<file path="config.mk">
export PLATFORM = sky130hd
export DESIGN_NAME = display_layer_attribute_control
export DESIGN_NICKNAME = d
export VERILOG_FILES = /design/src/hw/display_attr_pkg.sv /design/src/hw/flash_timing_if.sv /design/src/hw/attr_gate.sv /design/src/hw/display_layer_attribute_control.sv
export SDC_FILE = /design/constraint.sdc
export NUM_CORES = 1
export LEC_CHECK = 0
export BUFFER_PORTS_ARGS = -buffer_cell sky130_fd_sc_hd__buf_4
export CORE_ASPECT_RATIO = 0.7
export CORE_MARGIN = 2
export CORE_UTILIZATION = 44
export DETAILED_ROUTE_END_ITERATION = 7
export PLACE_DENSITY = 0.81
export SLEW_MARGIN = 20
export SYNTH_ARGS = -nofsm -noshare
export SYNTH_HDL_FRONTEND = slang
export SYNTH_HIERARCHICAL = 1
export SYNTH_SLANG_ARGS = --single-unit
</file>
<file path="constraint.sdc">
create_clock -name clk -period 1.35 [get_ports clk]
set_input_delay 0.135 -clock clk [delete_from_list [all_inputs] [get_ports clk]]
set_output_delay 0.135 -clock clk [all_outputs]
set_load 0.05 [all_outputs]
</file>
<file path="src/hw/display_attr_pkg.sv">
package display_attr_pkg;

  // Register map, byte addresses on the host register port
  localparam logic [15:0] POWER_SAVE_ADDR     = 16'h8008;
  localparam logic [15:0] DISPLAY_ENABLE_ADDR = 16'h8009;
  localparam logic [15:0] ATTRIBUTE_ADDR      = 16'h800a;

  // Reset values
  localparam logic [7:0] POWER_SAVE_RST     = 8'h01;
  localparam logic [7:0] DISPLAY_ENABLE_RST = 8'h00;
  localparam logic [7:0] ATTRIBUTE_RST      = 8'h00;
  localparam logic [7:0] READ_ZERO          = 8'h00;

  // Field positions
  localparam int POWER_SAVE_BIT    = 0;
  localparam int DISPLAY_ON_BIT    = 0;
  localparam int LAYER_THREE_LSB   = 6;
  localparam int LAYER_TWO_LSB     = 4;
  localparam int LAYER_ONE_LSB     = 2;
  localparam int CURSOR_LSB        = 0;
  localparam int ATTR_W            = 2;

  // Attribute encodings
  localparam logic [1:0] ATTR_BLANK  = 2'h0;
  localparam logic [1:0] ATTR_STEADY = 2'h1;
  localparam logic [1:0] ATTR_SLOW   = 2'h2;
  localparam logic [1:0] ATTR_FAST   = 2'h3;

  // Flash periods as log2 of frames per period
  localparam int LAYER_SLOW_LOG2  = 5;
  localparam int LAYER_FAST_LOG2  = 2;
  localparam int CURSOR_SLOW_LOG2 = 5;
  localparam int CURSOR_ALT_LOG2  = 6;

  // Share of each flash period spent visible, in percent
  localparam int LAYER_DUTY_PCT  = 50;
  localparam int CURSOR_DUTY_PCT = 70;

  localparam int FRAME_CNT_W_DEF = 6;
  localparam int CURSOR_ADDR_W   = 16;
  localparam logic [CURSOR_ADDR_W-1:0] CURSOR_ADDR_RST  = 16'h0000;
  localparam logic [CURSOR_ADDR_W-1:0] CURSOR_ADDR_STEP = 16'h0001;

endpackage : display_attr_pkg

</file>
<file path="src/hw/flash_timing_if.sv">
`timescale 1ns/10ps
interface flash_timing_if #(
  parameter int CNT_W = 6
);
  logic [CNT_W-1:0] frameCnt;
  logic             masterOn;

  modport source (output frameCnt, output masterOn);
  modport sink   (input frameCnt, input masterOn);
endinterface : flash_timing_if

</file>
<file path="src/hw/attr_gate.sv">
`timescale 1ns/10ps
module attr_gate
  import display_attr_pkg::*;
#(
  parameter int SLOW_LOG2 = LAYER_SLOW_LOG2,
  parameter int FAST_LOG2 = LAYER_FAST_LOG2,
  parameter int DUTY_PCT  = LAYER_DUTY_PCT
) (
  flash_timing_if.sink      tim,
  input  wire logic [1:0]   attr,
  output logic              show
);

  localparam int SLOW_P  = 1 << SLOW_LOG2;
  localparam int FAST_P  = 1 << FAST_LOG2;
  localparam int SLOW_TH = (SLOW_P * DUTY_PCT) / 100;
  localparam int FAST_TH = (FAST_P * DUTY_PCT) / 100;

  if (DUTY_PCT < 1 || DUTY_PCT > 99) begin : g_bad_duty
    $error("attr_gate: duty must lie between 1 and 99 percent");
  end

  ////////////////////////////////////////////////////////////////////////
  // Phase within the selected flash period; visible in its early part
  always_comb begin
    int slowPhase;
    int fastPhase;
    slowPhase = int'(tim.frameCnt) & (SLOW_P - 1);
    fastPhase = int'(tim.frameCnt) & (FAST_P - 1);
    unique case (attr)
      ATTR_BLANK:  show = 1'b0;
      ATTR_STEADY: show = tim.masterOn;
      ATTR_SLOW:   show = tim.masterOn && (slowPhase < SLOW_TH);
      ATTR_FAST:   show = tim.masterOn && (fastPhase < FAST_TH);
    endcase
  end

endmodule : attr_gate

</file>
<file path="src/hw/display_layer_attribute_control.sv">
// What this block does
// - Power save active forces the master display enable bit to zero.
// - Display switch command uses the displaySwitchOn input as its parameter.
// - Enable bit 0 switches whole output: cursor and every layer.
// - Master enable clear hides everything regardless of attribute fields.
// - Bits 7-6 layer three: blank, steady, flash frame/32, flash frame/4.
// - Bits 5-4 layer two: same four-way encoding as layer three.
// - In dual-panel mode layer four follows the layer two setting.
// - Bits 3-2 layer one: same four-way encoding.
// - Bits 1-0 cursor: hidden, steady, flash frame/32, flash frame/64.
// - Flashing cursor visible 22 of 32 or 44 of 64 frames of each flash period (70 percent rounded down).
// - Memory write re-enables a disabled cursor and advances its address.
// - Memory read advances cursor address, leaves disabled cursor disabled.
// - Enable and attribute registers reset to zero.
// - Power save bit resets to one, so display starts off.
`timescale 1ns/10ps
module display_layer_attribute_control
  import display_attr_pkg::*;
#(
  parameter int FRAME_CNT_W = FRAME_CNT_W_DEF
) (
  input  wire logic                     clk,
  input  wire logic                     rst,
  input  wire logic [15:0]              regAddr,
  input  wire logic                     regWrite,
  input  wire logic                     regRead,
  input  wire logic [7:0]               regWdata,
  output logic      [7:0]               regRdata,
  input  wire logic                     displaySwitchCommand,
  input  wire logic                     displaySwitchOn,
  input  wire logic                     dualPanel,
  input  wire logic                     frameStart,
  input  wire logic                     memWrite,
  input  wire logic                     memRead,
  input  wire logic                     cursorLoad,
  input  wire logic [CURSOR_ADDR_W-1:0] cursorLoadAddr,
  output logic                          displayOn,
  output logic                          powerSave,
  output logic                          layerOneShow,
  output logic                          layerTwoShow,
  output logic                          layerThreeShow,
  output logic                          layerFourShow,
  output logic                          cursorShow,
  output logic      [CURSOR_ADDR_W-1:0] cursorAddr
);

  if (FRAME_CNT_W < CURSOR_ALT_LOG2) begin : g_bad_cnt
    $error("frame counter too narrow for the slowest flash period");
  end

  ////////////////////////////////////////////////////////////////////////
  // Register state
  logic                     powerSave_q, powerSave_d;
  logic                     enable_q, enable_d;
  logic [7:0]               attr_q, attr_d;
  logic [7:0]               rdata_q, rdata_d;
  logic [CURSOR_ADDR_W-1:0] cursorAddr_q, cursorAddr_d;
  logic [FRAME_CNT_W-1:0]   frameCnt_q, frameCnt_d;

  logic wrPower, wrEnable, wrAttr;

  assign wrPower  = regWrite && (regAddr == POWER_SAVE_ADDR);
  assign wrEnable = regWrite && (regAddr == DISPLAY_ENABLE_ADDR);
  assign wrAttr   = regWrite && (regAddr == ATTRIBUTE_ADDR);

  always_comb begin
    logic [7:0] attrNext;
    attrNext    = attr_q;
    powerSave_d = powerSave_q;
    enable_d    = enable_q;

    if (wrPower) begin
      powerSave_d = regWdata[POWER_SAVE_BIT];
    end

    // Only a host write or a command turns the display on
    if (wrEnable) begin
      enable_d = regWdata[DISPLAY_ON_BIT];
    end
    if (displaySwitchCommand) begin
      enable_d = displaySwitchOn;
    end
    // Power save wins over any enable request in the same cycle
    if (powerSave_d) begin
      enable_d = 1'b0;
    end

    if (wrAttr) begin
      attrNext = regWdata;
    end
    // Register write is applied first so a same-cycle memory write still re-enables
    if (memWrite && attrNext[CURSOR_LSB +: ATTR_W] == ATTR_BLANK) begin
      attrNext[CURSOR_LSB +: ATTR_W] = ATTR_STEADY;
    end
    attr_d = attrNext;
  end

  always_comb begin
    rdata_d = rdata_q;
    if (regRead) begin
      unique case (regAddr)
        POWER_SAVE_ADDR:     rdata_d = {7'h00, powerSave_q};
        DISPLAY_ENABLE_ADDR: rdata_d = {7'h00, enable_q};
        ATTRIBUTE_ADDR:      rdata_d = attr_q;
        default:             rdata_d = READ_ZERO;
      endcase
    end
  end

  always_ff @(posedge clk or posedge rst) begin
    if (rst) begin
      powerSave_q <= POWER_SAVE_RST[POWER_SAVE_BIT];
      enable_q    <= DISPLAY_ENABLE_RST[DISPLAY_ON_BIT];
      attr_q      <= ATTRIBUTE_RST;
      rdata_q     <= READ_ZERO;
    end else begin
      powerSave_q <= powerSave_d;
      enable_q    <= enable_d;
      attr_q      <= attr_d;
      rdata_q     <= rdata_d;
    end
  end

  ////////////////////////////////////////////////////////////////////////
  // Cursor address; load has priority over auto-advance
  always_comb begin
    cursorAddr_d = cursorAddr_q;
    if (cursorLoad) begin
      cursorAddr_d = cursorLoadAddr;
    end else if (memWrite || memRead) begin
      cursorAddr_d = cursorAddr_q + CURSOR_ADDR_STEP;
    end
  end

  always_ff @(posedge clk or posedge rst) begin
    if (rst) begin
      cursorAddr_q <= CURSOR_ADDR_RST;
    end else begin
      cursorAddr_q <= cursorAddr_d;
    end
  end

  ////////////////////////////////////////////////////////////////////////
  // Frame counter; steps only on frameStart and wraps freely, so flash phases only move at frame starts
  always_comb begin
    frameCnt_d = frameCnt_q;
    if (frameStart) begin
      frameCnt_d = frameCnt_q + FRAME_CNT_W'(1);
    end
  end

  always_ff @(posedge clk or posedge rst) begin
    if (rst) begin
      frameCnt_q <= '0;
    end else begin
      frameCnt_q <= frameCnt_d;
    end
  end

  ////////////////////////////////////////////////////////////////////////
  // Per-layer gating
  flash_timing_if #(.CNT_W(FRAME_CNT_W)) timing ();

  assign timing.frameCnt = frameCnt_q;
  assign timing.masterOn = enable_q;

  logic layerOneNext, layerTwoNext, layerThreeNext, layerFourNext, cursorNext;

  // Layer four exists only in dual-panel drive and has no field of its own
  assign layerFourNext = dualPanel && layerTwoNext;

  attr_gate #(
    .SLOW_LOG2 (LAYER_SLOW_LOG2),
    .FAST_LOG2 (LAYER_FAST_LOG2),
    .DUTY_PCT  (LAYER_DUTY_PCT)
  ) u_layer_one (
    .tim  (timing),
    .attr (attr_q[LAYER_ONE_LSB +: ATTR_W]),
    .show (layerOneNext)
  );

  attr_gate #(
    .SLOW_LOG2 (LAYER_SLOW_LOG2),
    .FAST_LOG2 (LAYER_FAST_LOG2),
    .DUTY_PCT  (LAYER_DUTY_PCT)
  ) u_layer_two (
    .tim  (timing),
    .attr (attr_q[LAYER_TWO_LSB +: ATTR_W]),
    .show (layerTwoNext)
  );

  attr_gate #(
    .SLOW_LOG2 (LAYER_SLOW_LOG2),
    .FAST_LOG2 (LAYER_FAST_LOG2),
    .DUTY_PCT  (LAYER_DUTY_PCT)
  ) u_layer_three (
    .tim  (timing),
    .attr (attr_q[LAYER_THREE_LSB +: ATTR_W]),
    .show (layerThreeNext)
  );

  attr_gate #(
    .SLOW_LOG2 (CURSOR_SLOW_LOG2),
    .FAST_LOG2 (CURSOR_ALT_LOG2),
    .DUTY_PCT  (CURSOR_DUTY_PCT)
  ) u_cursor (
    .tim  (timing),
    .attr (attr_q[CURSOR_LSB +: ATTR_W]),
    .show (cursorNext)
  );

  ////////////////////////////////////////////////////////////////////////
  // Output registers; one cycle behind the register state
  always_ff @(posedge clk or posedge rst) begin
    if (rst) begin
      layerOneShow   <= 1'b0;
      layerTwoShow   <= 1'b0;
      layerThreeShow <= 1'b0;
      layerFourShow  <= 1'b0;
      cursorShow     <= 1'b0;
    end else begin
      layerOneShow   <= layerOneNext;
      layerTwoShow   <= layerTwoNext;
      layerThreeShow <= layerThreeNext;
      layerFourShow  <= layerFourNext;
      cursorShow     <= cursorNext;
    end
  end

  assign regRdata   = rdata_q;
  assign displayOn  = enable_q;
  assign powerSave  = powerSave_q;
  assign cursorAddr = cursorAddr_q;

endmodule : display_layer_attribute_control

</file>
**Yosys cells after proc, flatten, opt, wreduce, memory -nomap -nowiden**

Index checks and enable logic that the tools add are counted.
W data, S select, Z words.

- Bits in registers: 45
- Output and inout bits: 31
- Logic and storage cells: 63

- Add/sub/neg operators: 2
- Order comparisons: 4
- Eq/ne operators: 15
- Muxes and demuxes: 13
- Reduce and logical (&&, ||, !) cells: 17

Operators with widths:

| kind | number |
|---|---|
| $eq A16 B16 Y1 const B | 3 |
| $mux W16 | 2 |
| $pmux W8 S3 | 1 |
| $add A16 B1 Y16 const B | 1 |
| $eq A2 B2 Y1 const B | 8 |
| $pmux W1 S4 | 4 |
| $logic_not A2 Y1 | 5 |
| $lt A5 B5 Y1 const B | 2 |
| $logic_and A1 B1 Y1 | 9 |
| $eq A2 B1 Y1 const B | 4 |
| $add A6 B1 Y6 const B | 1 |
| $lt A6 B6 Y1 const B | 1 |
| $mux W1 | 4 |
| $mux W2 | 2 |
| $reduce_bool A3 Y1 | 1 |
| $lt A2 B2 Y1 const B | 1 |
| $reduce_bool A2 Y1 | 1 |
| $logic_or A1 B1 Y1 | 1 |

**Logic depth before layout (Yosys ltp)**

Gate-level depths: netlist (run 1).

- Depth in word-level cells: 6
- Depth in mapped cells: 6
- Gate-level depth less buffers: 5

**Cells and area by module**

Netlist (run 1), hierarchy kept.

By module, submodules not included:

| module | times used | cells each | area an instance (sq um) | sequential area each (sq um) |
|---|---|---|---|---|
| display_layer_attribute_control | 1 | 189 | 2098.3 | 1127.3 |
| attr_gate at u_layer_one ... | 3 | 3 | 25.0 | 0.0 |
| attr_gate at u_cursor | 1 | 6 | 45.0 | 0.0 |

**Worst setup path before layout (run 1)**

Ideal clock, no wire load.

- Path type: register to register
- Start point: register cursorAddr_q[7] (netlist: cursorAddr[7])
- End point: register cursorAddr_q[13] (netlist: cursorAddr[13])
- Library setup time: 0.082 ns
- Data arrival time: 1.686 ns
- Required time: 1.268 ns
- Slack: -0.418 ns
- Cell stages (with the launch flop): 5
- Path buffers: 0
- Period minus slack after synthesis: 1.768 ns
- Cells stage by stage: dfrtp_1 nand3_2 or3_1 or3_1 a31oi_1

- Word-level cells in the longest chain between the ends: 3

Ends and longest elaborated chain:

| what | line | source |
|---|---|---|
| from (decl) | display_layer_attribute_control.sv:57 | `logic [CURSOR_ADDR_W-1:0] cursorAddr_q, cursorAddr_d;` |
| from (signal assigned) | display_layer_attribute_control.sv:139 | `cursorAddr_q <= cursorAddr_d;` |
| $add A16 B1 Y16 | display_layer_attribute_control.sv:131 | `cursorAddr_d = cursorAddr_q + CURSOR_ADDR_STEP;` |
| $mux W16 | display_layer_attribute_control.sv:130 | `end else if (memWrite \|\| memRead) begin` |
| $mux W16 | display_layer_attribute_control.sv:128 | `if (cursorLoad) begin` |

No other way between the ends. The select of a mux whose other input is x is not followed.
A chain may end at the register's enable or synchronous reset.

**Worst setup path after layout (run 1)**

- Start point: register cursorAddr_q[1] (netlist: cursorAddr[1])
- End point: register cursorAddr_q[14] (netlist: cursorAddr[14])

The elaborated chain is that of the path after synthesis.

==> run_results.csv, run 1 <==
group,metric,value,unit
cts,clockRootBuffer,"clkbuf_8",
synth,synth_seq_cells,45,
setup_path,critPathKind,"flip-flop to flip-flop",
status,violations,"setup timing",
die,num_io_pins,82,
grt,met2_usage,29.2,%
placement,placedInstanceArea,3080,um2
synth,synth_fa_ha_area_share,1.13,%
cts,clock_sinks,45,
sta,min_period_over_period,109,%
status,outcome,"complete, but fails checks",
power,p_leak,1.53,nW
power,power_density,1120,nW/um2
drt,wl_per_cell,14.7,um
grt,grt_max_degree,46,
power,ir_worst_vdd,0.766,mV
die,die_h,63.4,um
sta,whs,0.0387,ns
layout,fin_cells,377,
setup_path,cp-start-kind,"flip-flop",
cts,clock_latency,0.30,ns
synth,synth_mux_area_share,6.37,%
synth,syn_inst,204,
grt,antenna_found_initial,0,
cts,clk_path_buf_depth,2,
drt,dr.pass1.iters,4,
drt,via_per_inst,5.07,
setup_path,cp_top_family,"flip-flops",
grt,grt_pass1_wl,8740,um
layout,layout.nets,360,
sta,fmax,0.677,GHz
layout,final_common_cell,"buf_4",
placement,gp_congestion,0.866,
drt,drc,0,
setup_path,max_stage_delay,0.44,ns
synth,synth_edf_count,0,
grt,met1_usage,29.4,%
synth,synthDistinctLibCells,46,
sta,hold_viol_final,0,
synth,synth_nets,257,
sta,setup_violations,5,
synth,yosys.area_share.simple,18.8,%
sta,slew_headroom,68.3,%
die,die-area,5630,um2
setup_path,crit_fanout,4,
synth,synth_compound_area_share,13.2,%
sta,fin_setup_tns,-0.486,ns
placement,dp_hpwl,4100,um
layout,n_antenna_cell,0,
sta,worst_slack,-0.128,ns
layout,multi_input_area,1130,um2
setup_path,crit_arrival,1.66,ns
layout,final_area,3290,um2
layout,drive_gt1_share,47.1,%
power,finalPower,3.68,mW
drt,dr_total_vias,1911,
setup_path,path_cells,"ha_4, o211ai_1, nor4_1, xnor2_1, o21ai_1",
placement,dp_cells,365,
synth,synth_top_family_by_area,"simple AND/OR/NAND/NOR gates",
setup_path,crit_required,1.53,ns
sta,final-max-slew-violation-count,0,
die,start_util,46.1,%
flow_run,drv_cap,0,
synth,synth-warning-count,6,
die,die_x,88.9,um
cts,cts_tree,"yes",
sta,worst_pin_slew,0.474,ns
synth,ys.flop_type,"dfrtp_1",
sta,min_period,1.48,ns
layout,regArea,1140,um2
drt,drt-initial-drc-count,98,
synth,async_flop_share,100,%
min_path,hold_path_class,"primary input to flip-flop",
grt,grt_usage,20.1,%
setup_path,cpMaxStageDelayCell,"dfrtp_2",
synth,synth-xor-area-share,7.11,%
synth,syn_area_per_cell,10.9,um2
sta,rsz0062_at_grt,"true",
layout,final_cell_mix,"buf_4, dfrtp_1, nand2_1",
die,fp-row-count,21,
setup_path,crit_path_end_kind,"flip-flop",
synth,synthesis.area,2220,um2
drt,wl,5550,um
drt,ant_nets,0,
cts,numCtsBuffers,5,
layout,n_fill_cell,382,
placement,io_buffers,81,
cts,path_clk_slew,0.09,ns
layout,area_growth,48.1,%
synth,yosysSeqAreaShare,50.8,%
die,fp.coreArea,4810,um2
sta,fin_skew,0.0103,ns
grt,grt.overflow.total,0,
grt,grt_pass1_vias,1855,
grt,top_usage_layer,"met1",
grt,globalRouteMet3Util,4.72,%
setup_path,timing.critical_path.buf_inv,0,
cts,h-tree-depth,2,
==> area by class of cell <==
type / count / share of cell area [%]
multi-input combinational: 145 / 34.3
clock buffer: 6 / 2.21
sequential: 45 / 34.8
timing repair buffer: 101 / 23.8
inverter: 9 / 1.03
clock inverter: 2 / 1.18
tap: 69 / 2.63
==> synth_stat cells (2+ instances only) <==
master / n / area (um2)
and4_1: 2 / 17.5
a31o_1: 3 / 26.3
inv_1: 9 / 33.8
o2111ai_1: 2 / 17.5
nor4_1: 4 / 25.0
nor3b_1: 2 / 15.0
nand2_1: 24 / 90.1
or3_1: 2 / 12.5
nor2b_1: 3 / 18.8
nor2_1: 9 / 33.8
nor4b_1: 2 / 17.5
nor3_1: 3 / 15.0
clkbuf_1: 3 / 11.3
o211ai_1: 2 / 15.0
a31oi_1: 2 / 12.5
xnor2_1: 12 / 105
nand4_1: 4 / 25.0
nand2b_1: 2 / 12.5
o21ai_0: 17 / 85.1
ha_1: 2 / 25.0
dfrtp_1: 44 / 1100
and4bb_1: 3 / 37.5
mux2_2: 9 / 101
mux2i_1: 4 / 40.0
nand3_1: 3 / 15.0
a22o_1: 7 / 61.3
xor2_1: 6 / 52.6
==> metal layers <==
layer,routed length [um],vias to the layer above
met5,0,-
met4,114,0
met3,300,13
met2,2550,62
met1,2590,892
li1,-,944
==> what timing repair did <==
action | CTS | global route
pin swaps | 2 | 3
hold buffers | 1 | 0
resized for setup | 2 | 9
setup endpoints to repair | 6 | 9
setup buffers | 2 | 1
endpoints found under the hold margin | 44 | 0
==> state kept, by name (all words and copies together) (netlist names) <==
register and flops:
layerFourShow 1, displayOn 1, regRdata 8, layerOneShow 1, layerTwoShow 1, layerThreeShow 1
attr_q 8, powerSave 1, cursorShow 1, cursorAddr 16, frameCnt_q 6
==> path summary, 6_finish.rpt <==
check	start	endpoint	slack [ns]	depth (start not counted)
min in group asynchronous	rst	cursorAddr[4]$_DFFE_PP0P_	0.43	4
hold / removal	cursorLoadAddr[12]	cursorAddr[12]$_DFFE_PP0P_	0.04	3
max in group asynchronous	rst	powerSave$_DFF_PP1_	0.64	4
hold reg to reg	frameCnt_q[5]$_DFFE_PP0P_	frameCnt_q[5]$_DFFE_PP0P_	0.48	1
setup / recovery	cursorAddr[1]$_DFFE_PP0P_	cursorAddr[14]$_DFFE_PP0P_	-0.13	5
setup reg to reg	cursorAddr[1]$_DFFE_PP0P_	cursorAddr[14]$_DFFE_PP0P_	-0.13	5
==> worst reg2reg max path, stage by stage (launching register included) <==
cell,delay [ns]
dfrtp_2,0.44
ha_4,0.15
o211ai_1,0.19
nor4_1,0.35
xnor2_1,0.16
o21ai_1,0.07
==> report_power, final <==
group	internal, mW	switching [mW]	leakage [nW]
logic	0.437	0.499	0.922
clock network	0.556	0.458	0.0554
registers	1.51	0.224	0.557
total	2.50	1.18	1.53
==> stage by stage <==
step	utilization (%)	setup slack [ns]
6_report	68.3	-0.128
5_1_grt	68.3	-0.236
4_1_cts	67.1	-0.0744
3_5_place_dp	64.0	-0.132
3_3_place_gp	64.0	-0.0923
2_1_floorplan	-	-0.206
==> cells by family (layout without fill, tap and decap cells) <==
family | Yosys count | in the layout
buffers and inverters | 14 | 118
adders and majority gates | 2 | 2
AOI/OAI and AO/OA | 41 | 41
xor gates and xnor gates | 18 | 18
muxes | 13 | 13
DFF | 45 | 45
and+or+nand+nor | 71 | 71
No activity file was read; power rests on OpenSTA's default activity.
==> run 2: changes to the inputs <==
--- a/config.mk
+++ b/config.mk
@@ -6,7 +6,6 @@
 export NUM_CORES = 1
 export LEC_CHECK = 0
 export BUFFER_PORTS_ARGS = -buffer_cell sky130_fd_sc_hd__buf_4
-export CORE_ASPECT_RATIO = 0.7
 export CORE_MARGIN = 2
 export CORE_UTILIZATION = 44
 export DETAILED_ROUTE_END_ITERATION = 7
==> run_results.csv, run 2 (synthesized netlist as in run 1, its figures left out) <==
group,metric,value,unit
drt,via_per_inst,5.08,
setup_path,crit_fanout,4,
placement,gp_congestion,0.772,
layout,drive_gt1_share,46.6,%
flow_run,drv_cap,0,
placement,io_buffers,81,
cts,clock_sinks,45,
die,die_x,75.0,um
layout,n_antenna_cell,0,
drt,drc,0,
sta,worst_pin_slew,0.495,ns
drt,ant_nets,0,
setup_path,crit_path_end_kind,"flip-flop",
sta,whs,0.0330,ns
cts,clockRootBuffer,"clkbuf_8",
setup_path,timing.rr.end,"cursorAddr[14]$_DFFE_PP0P_",
grt,grt_pass1_wl,8480,um
drt,wl,5140,um
cts,clk_path_buf_depth,2,
sta,setup_violations,4,
grt,grt.overflow.total,0,
cts,numCtsBuffers,5,
drt,dr_total_vias,1901,
layout,n_fill_cell,389,
cts,cts_tree,"yes",
drt,drt-initial-drc-count,93,
grt,grt_pass1_vias,1887,
die,start_util,46.4,%
setup_path,rr_startpoint,"cursorAddr[0]$_DFFE_PP0P_",
sta,min_period_over_period,107,%
sta,fin_skew,0.00687,ns
drt,wl_per_cell,13.7,um
sta,fmax,0.693,GHz
layout,area_growth,45.7,%
sta,min_period,1.44,ns
power,p_leak,1.49,nW
setup_path,crit_required,1.54,ns
sta,hold_viol_final,0,
sta,slew_headroom,66.8,%
sta,final-max-slew-violation-count,0,
grt,grt_usage,20.0,%
sta,fin_setup_tns,-0.194,ns
die,num_io_pins,82,
status,violations,"setup timing",
drt,dr.pass1.iters,4,
sta,worst_slack,-0.0921,ns
layout,largest_reg_flops,16,
grt,antenna_found_initial,0,
power,ir_worst_vdd,0.713,mV
sta,rsz0062_at_grt,"true",
cts,path_clk_slew,0.09,ns
layout,final_common_cell,"buf_4",
setup_path,crit_arrival,1.63,ns
setup_path,reg2reg_slack,-0.09,ns
layout,final_cell_mix,"buf_4, dfrtp_1, nand2_1",
min_path,whs_path_depth,3,
setup_path,cp-start-kind,"flip-flop",
die,die-area,5630,um2
die,fp-row-count,25,
min_path,hold_path_class,"primary input to flip-flop",
cts,h-tree-depth,2,
layout,layout.nets,359,
grt,grt_max_degree,46,
min_path,min-delay-start,"cursorLoadAddr[6]",
min_path,min_to,"cursorAddr[6]$_DFFE_PP0P_",
die,die_h,75.0,um
power,power_density,1100,nW/um2
status,outcome,"complete, but fails checks",
placement,dp_hpwl,3890,um
die,fp.coreArea,4790,um2
setup_path,r2r_cells,5,
cts,clock_latency,0.30,ns
setup_path,critPathKind,"flip-flop to flip-flop",
run 2: cell type report:
| class | count | area, um2 | area share [%] |
|---|---|---|---|
| Tap cell | 67 | 83.8 | 2.59 |
| Clock inverter | 2 | 16.3 | 0.503 |
| Multi-Input combinational cell | 145 | 1100 | 34.0 |
| Sequential cell | 45 | 1140 | 35.4 |
| Inverter | 9 | 33.8 | 1.05 |
| Clock buffer | 6 | 82.6 | 2.56 |
| Timing Repair Buffer | 100 | 773 | 23.9 |
run 2: repair_timing:
item / CTS / global route
gates cloned: 0 / 0
endpoints found under the setup margin: 5 / 10
gates resized for setup: 0 / 7
pin swaps: 1 / 3
endpoints found under the hold margin: 44 / 0
setup buffers: 2 / 1
hold buffers: 1 / 0
run 2: through the flow:
| stage | cells | worst slack, ns | power, mW | util, % | instance area (um2) |
|---|---|---|---|---|---|
| after detailed placement | 362 | -0.168 | 2.65 | 64.1 | 3070 |
| after floorplan | 204 | -0.206 | 2.25 | - | 2280 |
| final | 374 | -0.0921 | 3.55 | 67.5 | 3230 |
| after global routing | 374 | -0.200 | 3.76 | 67.5 | 3230 |
| after CTS | 373 | -0.0672 | 3.57 | 66.7 | 3190 |
| after global placement | 362 | -0.107 | 2.62 | 64.1 | 3070 |
run 2: per-layer routing:
layer	wire, um	part of all wire (%)	global-route usage, %
met1	2190	43	27.0
met2	2620	51	31.4
met3	245	4.8	4.82
met4	85	1.7	7.14
met5	0	0	0
run 2: critical path, stage by stage (launching register included):
cell and delay [ns]:
dfrtp_2 0.43, ha_4 0.15, o211ai_1 0.20, nor4_2 0.32, xnor2_1 0.17, o21ai_1 0.08
run 2: worst max-delay path by stage:
| stage | depth (start not counted) | end | start |
|---|---|---|---|
| final | 5 | cursorAddr[14]$_DFFE_PP0P_ | cursorAddr[0]$_DFFE_PP0P_ |
| after floorplan | 4 | cursorAddr[13]$_DFFE_PP0P_ | cursorAddr[7]$_DFFE_PP0P_ |
| after global routing | 5 | cursorAddr[14]$_DFFE_PP0P_ | cursorAddr[1]$_DFFE_PP0P_ |
| after CTS | 5 | cursorAddr[14]$_DFFE_PP0P_ | cursorAddr[1]$_DFFE_PP0P_ |
| after global placement | 5 | attr_q[6]$_DFFE_PP0N_ | regAddr[12] |
| after detailed placement | 5 | attr_q[2]$_DFFE_PP0N_ | regAddr[8] |
run 2: power by group:
part	leakage, nW	internal, mW	switching (mW)	total, mW
combinational	0.881	0.437	0.494	0.930
clock	0.0478	0.421	0.475	0.896
sequential	0.557	1.51	0.217	1.72
total	1.49	2.36	1.19	3.55
==> run 3: changes to the inputs <==
==> constraint.sdc (replaced) <==
create_clock -name clk -period 1.35 [get_ports clk]
set_input_delay 0.27 -clock clk [delete_from_list [all_inputs] [get_ports clk]]
set_output_delay 0.27 -clock clk [all_outputs]
set_load 0.05 [all_outputs]
==> run_results.csv, run 3 (synthesized netlist as in run 1, its figures left out) <==
group,metric,value,unit
power,comb_power_share,26.6,%
die,fp-row-count,25,
die,fp.coreArea,4790,um2
cts,ctsHoldBuffers,0,
status,outcome,"complete, but fails checks",
sta,setup_violations,6,
drt,dr_total_vias,1934,
setup_path,crit_required,1.57,ns
grt,grt_pass1_vias,1845,
sta,whs,0.00242,ns
die,die-area,5630,um2
drt,ant_nets,0,
grt,grt.overflow.total,0,
setup_path,critPathKind,"flip-flop to flip-flop",
die,num_io_pins,82,
layout,largest_reg_flops,16,
setup_path,path_cells,"o2111ai_4, or2_1, or3_1, a31oi_1",
layout,final_cell_mix,"buf_4, dfrtp_1, nand2_1",
drt,wl_per_cell,14.2,um
setup_path,crit_end,"cursorAddr[13]$_DFFE_PP0P_",
setup_path,crit_arrival,1.64,ns
setup_path,path_depth,4,
cts,clk_path_buf_depth,2,
placement,dp_hpwl,3980,um
placement,dpl_worst_slack,-0.283,ns
cts,h-tree-depth,2,
placement,io_buffers,81,
sta,final-max-slew-violation-count,0,
sta,min_period,1.42,ns
drt,dr.pass1.iters,4,
grt,grt_usage,19.3,%
setup_path,cpMaxStageDelayCell,"dfrtp_2",
setup_path,crit_fanout,4,
grt,grt_max_degree,46,
power,seq_power_share,48.2,%
setup_path,max_stage_delay,0.44,ns
power,clkPwrFrac,25.2,%
setup_path,reg2reg_slack,-0.07,ns
sta,worst_pin_slew,0.349,ns
layout,area_growth,49.5,%
layout,n_antenna_cell,0,
drt,drt-initial-drc-count,47,
power,p_switching,1.19,mW
setup_path,r2r_cells,4,
power,ir_worst_vdd,0.590,mV
min_path,hold_path_class,"primary input to async pin",
die,die_h,75.0,um
status,violations,"setup timing",
setup_path,cp-start-kind,"flip-flop",
cts,path_clk_slew,0.09,ns
cts,clock_sinks,45,
drt,wl,5370,um
setup_path,timing.rr.end,"cursorAddr[13]$_DFFE_PP0P_",
grt,grt_pass1_wl,8230,um
setup_path,cp_top_family,"simple AND/OR/NAND/NOR gates",
drt,drc,0,
sta,worst_slack,-0.0667,ns
setup_path,timing.critical_path.buf_inv,0,
flow_run,drv_cap,0,
sta,fmax,0.706,GHz
cts,clockRootBuffer,"clkbuf_8",
sta,slew_headroom,76.6,%
layout,drive_gt1_share,48.9,%
cts,clock_latency,0.30,ns
setup_path,startpoint,"cursorAddr[0]$_DFFE_PP0P_",
sta,hold_viol_final,0,
layout,layout.nets,363,
cts,numCtsBuffers,5,
placement,gp_congestion,0.764,
power,p_int,2.39,mW
die,start_util,46.4,%
setup_path,rr_startpoint,"cursorAddr[0]$_DFFE_PP0P_",
die,die_x,75.0,um
power,power_density,1080,nW/um2
drt,via_per_inst,5.12,
sta,fin_skew,0.00542,ns
grt,antenna_found_initial,0,
layout,final_common_cell,"buf_4",
sta,rsz0062_at_grt,"true",
setup_path,crit_path_end_kind,"flip-flop",
sta,min_period_over_period,105,%
power,p_leak,1.54,nW
power,switching_share,33.2,%
cts,cts_tree,"yes",
run 3: cell count changes in the layout (fill, tap and decap cells not counted), sizes merged:
cell	change
buf	+5
clkinv	+1
clkinvlp	-1
dlygate4sd3	-1
run 3: worst min path at each step:
stage	from	end	cells past startpoint	slack [ns]
2_1_floorplan	frameStart	frameCnt_q[0]$_DFFE_PP0P_	1	0.36
3_3_place_gp	rst	cursorAddr[13]$_DFFE_PP0P_	3	0.34
3_5_place_dp	rst	cursorAddr[13]$_DFFE_PP0P_	3	0.34
4_1_cts	rst	attr_q[1]$_DFF_PP0_	3	0.01
5_1_grt	rst	layerFourShow$_DFF_PP0_	3	0.02
6_report	rst	cursorAddr[14]$_DFFE_PP0P_	3	0.002
run 3: cell type report:
type | count | area [um2]
clock inverter | 2 | 17.5
tap | 67 | 83.8
sequential | 45 | 1140
fill | 367 | 1470
clock buffer | 6 | 82.6
inverter | 9 | 33.8
multi-input combinational | 145 | 1130
timing repair buffer | 104 | 827
run 3: metrics by stage:
step | instances | TNS, ns | power, mW | util, % | cell area [um2]
after floorplan | 204 | -1.79 | 2.25 | - | 2280
after global placement | 366 | -2.73 | 2.63 | 64.8 | 3100
after detailed placement | 366 | -4.33 | 2.66 | 64.8 | 3100
after CTS | 374 | -0.273 | 3.57 | 67.3 | 3220
after global routing | 378 | -0.831 | 3.76 | 69.3 | 3320
final | 378 | -0.301 | 3.58 | 69.3 | 3320
run 3: what timing repair did:
item | CTS | global route
buffers inserted | 0 | 4
pin swaps | 1 | 2
endpoints found under the setup margin | 8 | 32
resized for setup | 6 | 16
run 3: power groups by stage:
stage / combinational, mW / sequential [mW] / clock (mW)
floorplan: 0.337 / 1.92 / 0
global placement: 0.892 / 1.74 / 0
detailed placement: 0.912 / 1.75 / 0
CTS: 0.925 / 1.72 / 0.922
global route: 1.03 / 1.75 / 0.980
finish: 0.952 / 1.72 / 0.900
run 3: worst min-delay path, stage by stage:
cell and delay (ns):
buf_4 0.11, clkinv_1 0.06, buf_12 0.24
run 3: per-layer routing:
layer / vias up / wire, um / part of all wire [%] / GRT usage [%]
met5: - / 0 / 0 / 0
met4: 0 / 69 / 1.3 / 5.36
met3: 6 / 250 / 4.7 / 4.15
met2: 57 / 2820 / 53 / 34.1
met1: 920 / 2230 / 41 / 23.9
li1: 951 / - / - / -
